$ cat config.mk
export PLATFORM = sky130hd
export DESIGN_NAME = coeff_loader_device_flat
export DESIGN_NICKNAME = d
export VERILOG_FILES = /design/src/logic/coeff_loader_pkg.sv /design/src/logic/coeff_bus_if.sv /design/src/logic/coeff_loader_device.sv /design/src/flat_wrapper.sv
export SDC_FILE = /design/constraint.sdc
export NUM_CORES = 2
export LEC_CHECK = 0
export BUFFER_PORTS_ARGS = -buffer_cell sky130_fd_sc_hd__buf_2
export CORE_MARGIN = 2
export CORE_UTILIZATION = 51
export CTS_CLUSTER_SIZE = 8
export DETAILED_ROUTE_END_ITERATION = 6
export PLACE_DENSITY = 0.67
export SLEW_MARGIN = 20
export SYNTH_ARGS = -nofsm -noshare
export SYNTH_HDL_FRONTEND = slang
export SYNTH_SLANG_ARGS = --single-unit
$ cat constraint.sdc
create_clock -name core_clk_i -period 3 [get_ports core_clk_i]
set_clock_uncertainty 0.1 [all_clocks]
set_input_delay 0.15 -clock core_clk_i [delete_from_list [all_inputs] [get_ports core_clk_i]]
set_output_delay 0.15 -clock core_clk_i [all_outputs]
set_load 0.02 [all_outputs]
$ cat src/logic/coeff_loader_pkg.sv
// Shared constants and types for the FIR coefficient loader and its host
package coeff_loader_pkg;
    // Bus and coefficient geometry
    localparam int WORD_W = 16;
    localparam int COEFF_W = 27;
    localparam int MAX_COEFFS = 48;
    localparam int SLOT_W = 6;
    localparam int SUM_W = 16;
    localparam int PAD_BITS = 5;
    // Register addresses
    localparam logic [15:0] CTRL1_ADDR = 16'h0001;
    // Control register 1 fields
    localparam int ARM_BIT = 15;
    localparam int RD_STATUS_BIT = 11;
    localparam int TAP_SEL_LSB = 5;
    localparam int TAP_SEL_W = 4;
    localparam int SELF_CLEAR_LSB = 9;
    localparam logic [15:0] CTRL1_RESET = 16'h001a;
    // Status register field
    localparam int MATCH_BIT = 7;
    // Coefficients per odd tap-count step
    localparam int COEFF_STEP = 6;
    // Core clock is 200 MHz; the internal clock is core divided by this
    localparam int DIVIDED_CORE_CLOCK_DIV = 2;
    // Zero-fill takes half an internal clock period per slot
    localparam int FILL_CYCLES_PER_SLOT = (DIVIDED_CORE_CLOCK_DIV / 2 > 0) ? DIVIDED_CORE_CLOCK_DIV / 2 : 1;
    // Host write sequence states
    typedef enum logic [2:0] {
        H_IDLE, H_ADDR, H_CTRL, H_HI, H_LO, H_SUM, H_WAIT
    } host_state_t;
endpackage

$ cat src/logic/coeff_bus_if.sv
// Parallel 16-bit write/read bus between host and converter
`timescale 1ns/1ps
interface coeff_bus_if;
    logic wr_strobe; // One-cycle write strobe from host
    logic [15:0] wr_data; // Write word
    logic rd_strobe; // One-cycle read strobe from host
    logic [15:0] rd_data; // Read word from device
    logic rd_valid; // Read word valid pulse
    modport device (input wr_strobe, input wr_data, input rd_strobe,
                    output rd_data, output rd_valid);
    modport host (output wr_strobe, output wr_data, output rd_strobe,
                  input rd_data, input rd_valid);
endinterface

$ cat src/logic/coeff_loader_device.sv
// Converter-side FIR coefficient download engine with checksum check
//
// Overview of operation
// - Host pads 27-bit coefficient to 32 bits
// - Upper word then lower word per coefficient
// - Word after last coefficient is checksum
// - Checksum is 16-bit sum of all bytes
// - Match flag at status bit 7 on equality
// - Host arms load with tap count together
// - Store coefficients outward from symmetry centre
// - Host repeats upper/lower pairs for all coefficients
// - Tap code: zero default, odd codes 6..48
// - Coefficient RAM is cleared by reset
// - Zero unused slots, half internal clock each
// - Host writes address 0x0001 then data
// - Match flag readable by status and data
// - Read-status bit returns status next read
// - After arm, writes are coefficient words
// - Control bits 15 to 9 self-clear
`timescale 1ns/1ps
module coeff_loader_device (
    input wire logic core_clk_i,
    input wire logic reset_n_i,
    coeff_bus_if.device bus,
    input wire logic [23:0] conv_data_i,
    input wire logic [5:0] coeff_rd_addr_i,
    output logic [26:0] coeff_rd_data_o,
    output logic custom_filter_o,
    output logic [3:0] tap_count_select_o,
    output logic load_checksum_match_o,
    output logic load_busy_o
);
    // ---------------------------------------------------------------
    // Declarations
    // ---------------------------------------------------------------
    typedef enum logic [2:0] {D_IDLE, D_CTRL, D_HI, D_LO, D_SUM, D_FILL} dev_state_t;
    dev_state_t state; // Write decoder state
    logic [15:0] ctrl1; // Control register 1 image
    logic [26:0] coeff_ram [0:coeff_loader_pkg::MAX_COEFFS-1]; // Coefficient store
    logic [5:0] slot; // Next slot to store or zero
    logic [5:0] n_coeffs; // Coefficients expected this load
    logic [15:0] upper_word; // Held first half of a coefficient
    logic [15:0] sum; // Running byte sum
    logic load_checksum_match; // Status bit
    logic status_pending; // Next read returns status
    logic divided_core_clock; // Internal clock phase enable
    logic [1:0] fill_cnt; // Cycles within one zero-fill slot
    logic [15:0] next_sum; // Sum after adding one word's bytes
    logic [5:0] next_count; // Coefficient count from tap code

    // ---------------------------------------------------------------
    // Tap code decode and byte sum
    // ---------------------------------------------------------------
    // Odd codes map to (code+1)/2 steps of six; others fall back to default
    always_comb begin
        logic [3:0] code;
        code = bus.wr_data[coeff_loader_pkg::TAP_SEL_LSB +: coeff_loader_pkg::TAP_SEL_W];
        if (code[0]) begin
            next_count = 6'(({2'h0, code} + 6'h01) >> 1) * 6'(coeff_loader_pkg::COEFF_STEP);
        end else begin
            next_count = 6'h00;
        end
    end

    // Every coefficient word contributes its two bytes to the 16-bit sum
    assign next_sum = sum + {8'h00, bus.wr_data[15:8]} + {8'h00, bus.wr_data[7:0]};

    // Internal clock: one enable pulse per divided period
    always_ff @(posedge core_clk_i) begin
        if (!reset_n_i) begin
            divided_core_clock <= 1'b0;
        end else begin
            divided_core_clock <= ~divided_core_clock;
        end
    end

    // ---------------------------------------------------------------
    // Write decoder state machine
    // ---------------------------------------------------------------
    // An address word precedes every register write
    always_ff @(posedge core_clk_i) begin
        if (!reset_n_i) begin
            state <= D_IDLE;
            slot <= 6'h00;
            n_coeffs <= 6'h00;
            upper_word <= 16'h0000;
            sum <= 16'h0000;
            fill_cnt <= 2'h0;
        end else begin
            case (state)
                // Waiting for a register address
                D_IDLE: begin
                    if (bus.wr_strobe && bus.wr_data == coeff_loader_pkg::CTRL1_ADDR) begin
                        state <= D_CTRL;
                    end
                end
                // Control data: arming diverts later writes into coefficients
                D_CTRL: begin
                    if (bus.wr_strobe) begin
                        if (bus.wr_data[coeff_loader_pkg::ARM_BIT]) begin
                            n_coeffs <= next_count;
                            slot <= 6'h00;
                            sum <= 16'h0000;
                            state <= (next_count == 6'h00) ? D_SUM : D_HI;
                        end else begin
                            state <= D_IDLE;
                        end
                    end
                end
                // Upper word of a coefficient
                D_HI: begin
                    if (bus.wr_strobe) begin
                        upper_word <= bus.wr_data;
                        sum <= next_sum;
                        state <= D_LO;
                    end
                end
                // Lower word completes the coefficient
                D_LO: begin
                    if (bus.wr_strobe) begin
                        sum <= next_sum;
                        slot <= slot + 6'h01;
                        state <= (slot + 6'h01 == n_coeffs) ? D_SUM : D_HI;
                    end
                end
                // Checksum word is compared, not stored
                D_SUM: begin
                    if (bus.wr_strobe) begin
                        fill_cnt <= 2'h0;
                        state <= D_FILL;
                    end
                end
                // Zero remaining slots at half an internal clock each
                D_FILL: begin
                    if (slot >= 6'(coeff_loader_pkg::MAX_COEFFS)) begin
                        state <= D_IDLE;
                    end else if (32'(fill_cnt) + 1 >= coeff_loader_pkg::FILL_CYCLES_PER_SLOT) begin
                        fill_cnt <= 2'h0;
                        slot <= slot + 6'h01;
                    end else begin
                        fill_cnt <= fill_cnt + 2'h1;
                    end
                end
                default: state <= D_IDLE;
            endcase
        end
    end

    // ---------------------------------------------------------------
    // Coefficient storage
    // ---------------------------------------------------------------
    // Volatile store: reset wipes every slot
    always_ff @(posedge core_clk_i) begin
        if (!reset_n_i) begin
            for (int i = 0; i < coeff_loader_pkg::MAX_COEFFS; i++) begin
                coeff_ram[i] <= 27'h0000000;
            end
        end else if (state == D_LO && bus.wr_strobe) begin
            coeff_ram[slot] <= {upper_word[10:0], bus.wr_data};
        end else if (state == D_FILL && slot < 6'(coeff_loader_pkg::MAX_COEFFS)) begin
            coeff_ram[slot] <= 27'h0000000;
        end
    end

    // Read port for the filter datapath
    always_ff @(posedge core_clk_i) begin
        if (!reset_n_i) begin
            coeff_rd_data_o <= 27'h0000000;
        end else if (coeff_rd_addr_i < 6'(coeff_loader_pkg::MAX_COEFFS)) begin
            coeff_rd_data_o <= coeff_ram[coeff_rd_addr_i];
        end else begin
            coeff_rd_data_o <= 27'h0000000;
        end
    end

    // ---------------------------------------------------------------
    // Control register and status
    // ---------------------------------------------------------------
    // Bits 15..9 never persist; they act once on the write
    always_ff @(posedge core_clk_i) begin
        if (!reset_n_i) begin
            ctrl1 <= coeff_loader_pkg::CTRL1_RESET;
        end else if (state == D_CTRL && bus.wr_strobe) begin
            ctrl1 <= {7'h00, bus.wr_data[8:0]};
        end
    end

    // Match flag: cleared on arm, set on checksum equality
    always_ff @(posedge core_clk_i) begin
        if (!reset_n_i) begin
            load_checksum_match <= 1'b0;
        end else if (state == D_SUM && bus.wr_strobe) begin
            load_checksum_match <= (bus.wr_data == sum);
        end else if (state == D_CTRL && bus.wr_strobe && bus.wr_data[coeff_loader_pkg::ARM_BIT]) begin
            load_checksum_match <= 1'b0;
        end
    end

    // Read-status request is a one-shot for the next read
    always_ff @(posedge core_clk_i) begin
        if (!reset_n_i) begin
            status_pending <= 1'b0;
        end else if (state == D_CTRL && bus.wr_strobe) begin
            status_pending <= bus.wr_data[coeff_loader_pkg::RD_STATUS_BIT];
        end else if (bus.rd_strobe) begin
            status_pending <= 1'b0;
        end
    end

    // Read answer: status word, or conversion data with the flag attached
    always_ff @(posedge core_clk_i) begin
        if (!reset_n_i) begin
            bus.rd_data <= 16'h0000;
            bus.rd_valid <= 1'b0;
        end else begin
            bus.rd_valid <= bus.rd_strobe;
            if (bus.rd_strobe && status_pending) begin
                bus.rd_data <= 16'(load_checksum_match) << coeff_loader_pkg::MATCH_BIT;
            end else if (bus.rd_strobe) begin
                bus.rd_data <= {conv_data_i[23:9], load_checksum_match};
            end
        end
    end

    assign custom_filter_o = (n_coeffs != 6'h00);
    assign tap_count_select_o = ctrl1[coeff_loader_pkg::TAP_SEL_LSB +: coeff_loader_pkg::TAP_SEL_W];
    assign load_checksum_match_o = load_checksum_match;
    assign load_busy_o = (state != D_IDLE) && (state != D_CTRL);
endmodule

$ cat src/flat_wrapper.sv
// flat-port wrapper written by rule: the top's interface ports become plain ports
module coeff_loader_device_flat 
  (core_clk_i, reset_n_i, conv_data_i, coeff_rd_addr_i, coeff_rd_data_o, custom_filter_o, tap_count_select_o, load_checksum_match_o, load_busy_o, bus_wr_strobe, bus_wr_data, bus_rd_strobe, bus_rd_data, bus_rd_valid);
  coeff_bus_if bus_i ();
  input wire logic core_clk_i;
  input wire logic reset_n_i;
  input wire logic [23:0] conv_data_i;
  input wire logic [5:0] coeff_rd_addr_i;
  output logic [26:0] coeff_rd_data_o;
  output logic custom_filter_o;
  output logic [3:0] tap_count_select_o;
  output logic load_checksum_match_o;
  output logic load_busy_o;
  input wire logic [$bits(bus_i.wr_strobe)-1:0] bus_wr_strobe;
  input wire logic [$bits(bus_i.wr_data)-1:0] bus_wr_data;
  input wire logic [$bits(bus_i.rd_strobe)-1:0] bus_rd_strobe;
  output wire logic [$bits(bus_i.rd_data)-1:0] bus_rd_data;
  output wire logic [$bits(bus_i.rd_valid)-1:0] bus_rd_valid;
  assign bus_i.wr_strobe = bus_wr_strobe;
  assign bus_i.wr_data = bus_wr_data;
  assign bus_i.rd_strobe = bus_rd_strobe;
  assign bus_rd_data = bus_i.rd_data;
  assign bus_rd_valid = bus_i.rd_valid;
  coeff_loader_device u_core (.core_clk_i(core_clk_i), .reset_n_i(reset_n_i), .bus(bus_i), .conv_data_i(conv_data_i), .coeff_rd_addr_i(coeff_rd_addr_i), .coeff_rd_data_o(coeff_rd_data_o), .custom_filter_o(custom_filter_o), .tap_count_select_o(tap_count_select_o), .load_checksum_match_o(load_checksum_match_o), .load_busy_o(load_busy_o));
endmodule
==> results.cfg <==
[outcome]
status = completed

[place]
portBuffers = 91
dp_cells = 5757
hpwl_um = 102000
place_congestion = 0.880

[synth]
synth_cell_types = 65
synth_xor_area_frac = 0.00544
syn_area_per_cell_um2 = 14.6
yosys_warnings = 0
muxShareOfSynthArea = 0.145
synth_edf_count = 1296
yosys.area_share.simple = 0.123
ys.flop_type = edfxtp_1
ys_seq_elements = 1389
synth_compound_area_frac = 0.0200
syn_nets = 4272
syn_inst = 4196
synth_fa_ha_area_frac = 0.00655
yosysSeqAreaShare = 0.667
synth_top_family_by_area = multiplexers
synth_area_mm2 = 0.0612
synthArstFlopShare = 0

[cts]
cts_max_level = 4
root_buffer = clkbuf_16
postCtsSetupBuffers = 0
clkSinkCount = 1389
clk_pin_slew_ns = 0.05
cts_buffers = 191
clockBufferDepth = 3
cts_tree = done
insertion_delay_ns = 0.81

[grt]
grt_busiest_layer = met2
track_usage = 0.285
grt_max_degree = 69
overflow = 0
met1_usage = 0.386
grtUsageMet3 = 0.0692
antenna_found_initial = 3
grtUsageMet2 = 0.450
grt_pass1_wl_um = 251000
first_global_vias = 37300

[critical_path]
cp_max_fo = 7
crit_path_end_kind = register
worstPathRequired_ns = 3.60
start_kind = primary input
path_class = primary input to register
cp.arrival_ns = 3.47

[layout]
regArea_mm2 = 0.0408
area_growth_pct = 15.7
final_util = 0.592
fill_cells = 9049
multi_input_area_mm2 = 0.0185
drive_gt1_frac = 0.258
fin_cells = 6118
layout.nets = 4492

[sta]
relSlewSlack = 0.452
worst_slew_pin_slew_ns = 0.821
finalHoldViolations = 0
fin_crit_sh = 0.956
setup_violations = 0
min_period_ns = 2.87
max_freq_mhz = 349
drv_slew = 0

[hold_path]
hold_path.class = primary input to register

[detailed_routing]
routedWlPerCell_um = 28.2
drtPass1Iterations = 6
via_per_inst = 6.09
wirelength_um = 173000
drc = 0
ant_nets = 0
dr.first_iter.drc_count = 4535
vias = 37200

[pwr]
max-vdd-ir-drop_mv = 0.530
power-per-cell-area_mw_per_mm2 = 642
p_leak_uw = 0.0244

[floorplan]
die-width_um = 350
initial_utilization = 0.512
die_y_um = 350
boundaryPins = 101
rows = 127
die-area_mm2 = 0.123
core_area_mm2 = 0.119

[run]
cap_violations = 0
-- per-layer routing --
metal	wire length (um)	up-vias
li1	-	15700
met1	65900	19100
met2	82100	2092
met3	18300	304
met4	6310	2
met5	11	-
-- cells in the mapped netlist, types with 5 or more instances --
master | n | area [um2]
edfxtp_1 | 1296 | 38900
nor2_1 | 1186 | 4450
mux4_2 | 327 | 7360
nor2_2 | 195 | 1220
buf_2 | 159 | 796
mux2i_1 | 150 | 1500
clkbuf_1 | 132 | 495
nand2_1 | 132 | 495
dfxtp_1 | 93 | 1860
o22ai_1 | 51 | 319
buf_4 | 43 | 323
a21oi_1 | 40 | 200
nor3_1 | 36 | 180
nand3_1 | 28 | 140
a211oi_1 | 26 | 195
a22o_1 | 26 | 228
xnor2_1 | 24 | 210
buf_1 | 21 | 78.8
buf_6 | 20 | 225
nand2_4 | 20 | 225
ha_1 | 16 | 200
o21ai_0 | 15 | 75.1
xor2_1 | 14 | 123
inv_1 | 13 | 48.8
fa_1 | 10 | 200
nand2_8 | 10 | 200
nand2_2 | 9 | 56.3
nand2b_1 | 9 | 56.3
nand4_1 | 9 | 56.3
nor2_4 | 9 | 101
nor4_1 | 7 | 43.8
or3_1 | 6 | 37.5
a21o_1 | 5 | 37.5
a22oi_1 | 5 | 37.5
-- registers in the layout, indices dropped and copies added (netlist names) --
register and cells:
u_core.coeff_ram 1296, u_core.coeff_rd_data_o 27, u_core.bus.rd_data 16, u_core.sum 16, u_core.upper_word 11, u_core.slot 6
u_core.n_coeffs 5, u_core.ctrl1 4, u_core.state 3, u_core.fill_cnt 2, u_core.bus.rd_valid 1, u_core.load_checksum_match_o 1
u_core.status_pending 1
-- cell type report --
| type | instances | area share |
|---|---|---|
| Sequential cell | 1389 | 0.576 |
| Multi-Input combinational cell | 2411 | 0.261 |
| Clock buffer | 273 | 0.0735 |
| Timing Repair Buffer | 407 | 0.0577 |
| Tap cell | 1612 | 0.0285 |
| Clock inverter | 9 | 0.00216 |
| Inverter | 16 | 0.000849 |
| Antenna cell | 1 | 0.0000354 |
-- final timing paths --
path,cells after the start,from,slack (ns),endpoint
hold reg to reg,2,u_core.fill_cnt[1],0.35,u_core.fill_cnt[1]
hold / removal,4,coeff_rd_addr_i[5],0.07,u_core.coeff_rd_data_o[24]
setup reg to reg,8,u_core.state[2],0.16,u_core.state[2]
setup / recovery,12,bus_wr_data[6],0.13,u_core.state[1]
-- power by group --
part | internal (uW) | switching (uW) | total, uW
clock | 11800 | 7900 | 19700
sequential | 22100 | 285 | 22400
combinational | 1360 | 2010 | 3370
-- stage by stage --
stage	hold WS, ns	setup slack (ns)	instance area, um2	TNS, ns	power, uW
5_1_grt	0.0957	-0.0152	70800	-0.0152	46600
4_1_cts	0.0157	0.0519	70700	0	45600
6_report	0.0671	0.131	70800	0	45500
3_3_place_gp	0.283	0.229	64600	0	25900
3_5_place_dp	0.298	0.221	64600	0	26000
2_1_floorplan	0.186	0.296	61200	0	24600
-- timing repair --
action                                 4_1_cts  5_1_grt
setup endpoints to repair                    0        3
endpoints found under the hold margin      411        0
resized for setup                            0       11
hold buffers                                79        0
-- kinds of logic after synthesis --
kind of cell,count (synthesis)
AND/OR/NAND/NOR,1686
AO/OA/AOI/OAI,184
buffers and inverters,396
adder cells (fa/ha/maj),26
flip-flops,1389
multiplexers,477
XOR/XNOR,38
-- critical path, cell delays in order --
cell and delay [ns]:
dlygate4sd3_1 0.52, buf_2 0.21, ha_1 0.25, xor2_2 0.19, ha_1 0.19, inv_1 0.07, fa_1 0.54, inv_1 0.06
o41ai_2 0.41, nand2b_1 0.09, a31o_2 0.24, dlygate4sd3_1 0.54
-- layout by cell type, fill, tap and decap left out, types with 15 or more instances in the layout --
cell	Yosys	layout
nand3_1	28	28
edfxtp_1	1296	1296
nor2_2	195	197
buf_12	1	82
o22ai_1	51	51
ha_1	16	16
dlygate4sd3_1	0	78
clkbuf_1	132	76
xnor2_1	24	22
a211oi_1	26	26
nand2_1	132	105
dfxtp_1	93	87
a22o_1	26	26
clkbuf_16	0	196
a21oi_1	40	40
nor2_1	1186	1184
buf_4	43	157
nand2_2	9	36
mux4_2	327	327
nor3_1	36	36
mux2i_1	150	150
o21ai_0	15	15
nand2_4	20	20
buf_2	159	87
No activity file was read; power rests on OpenSTA's default activity.
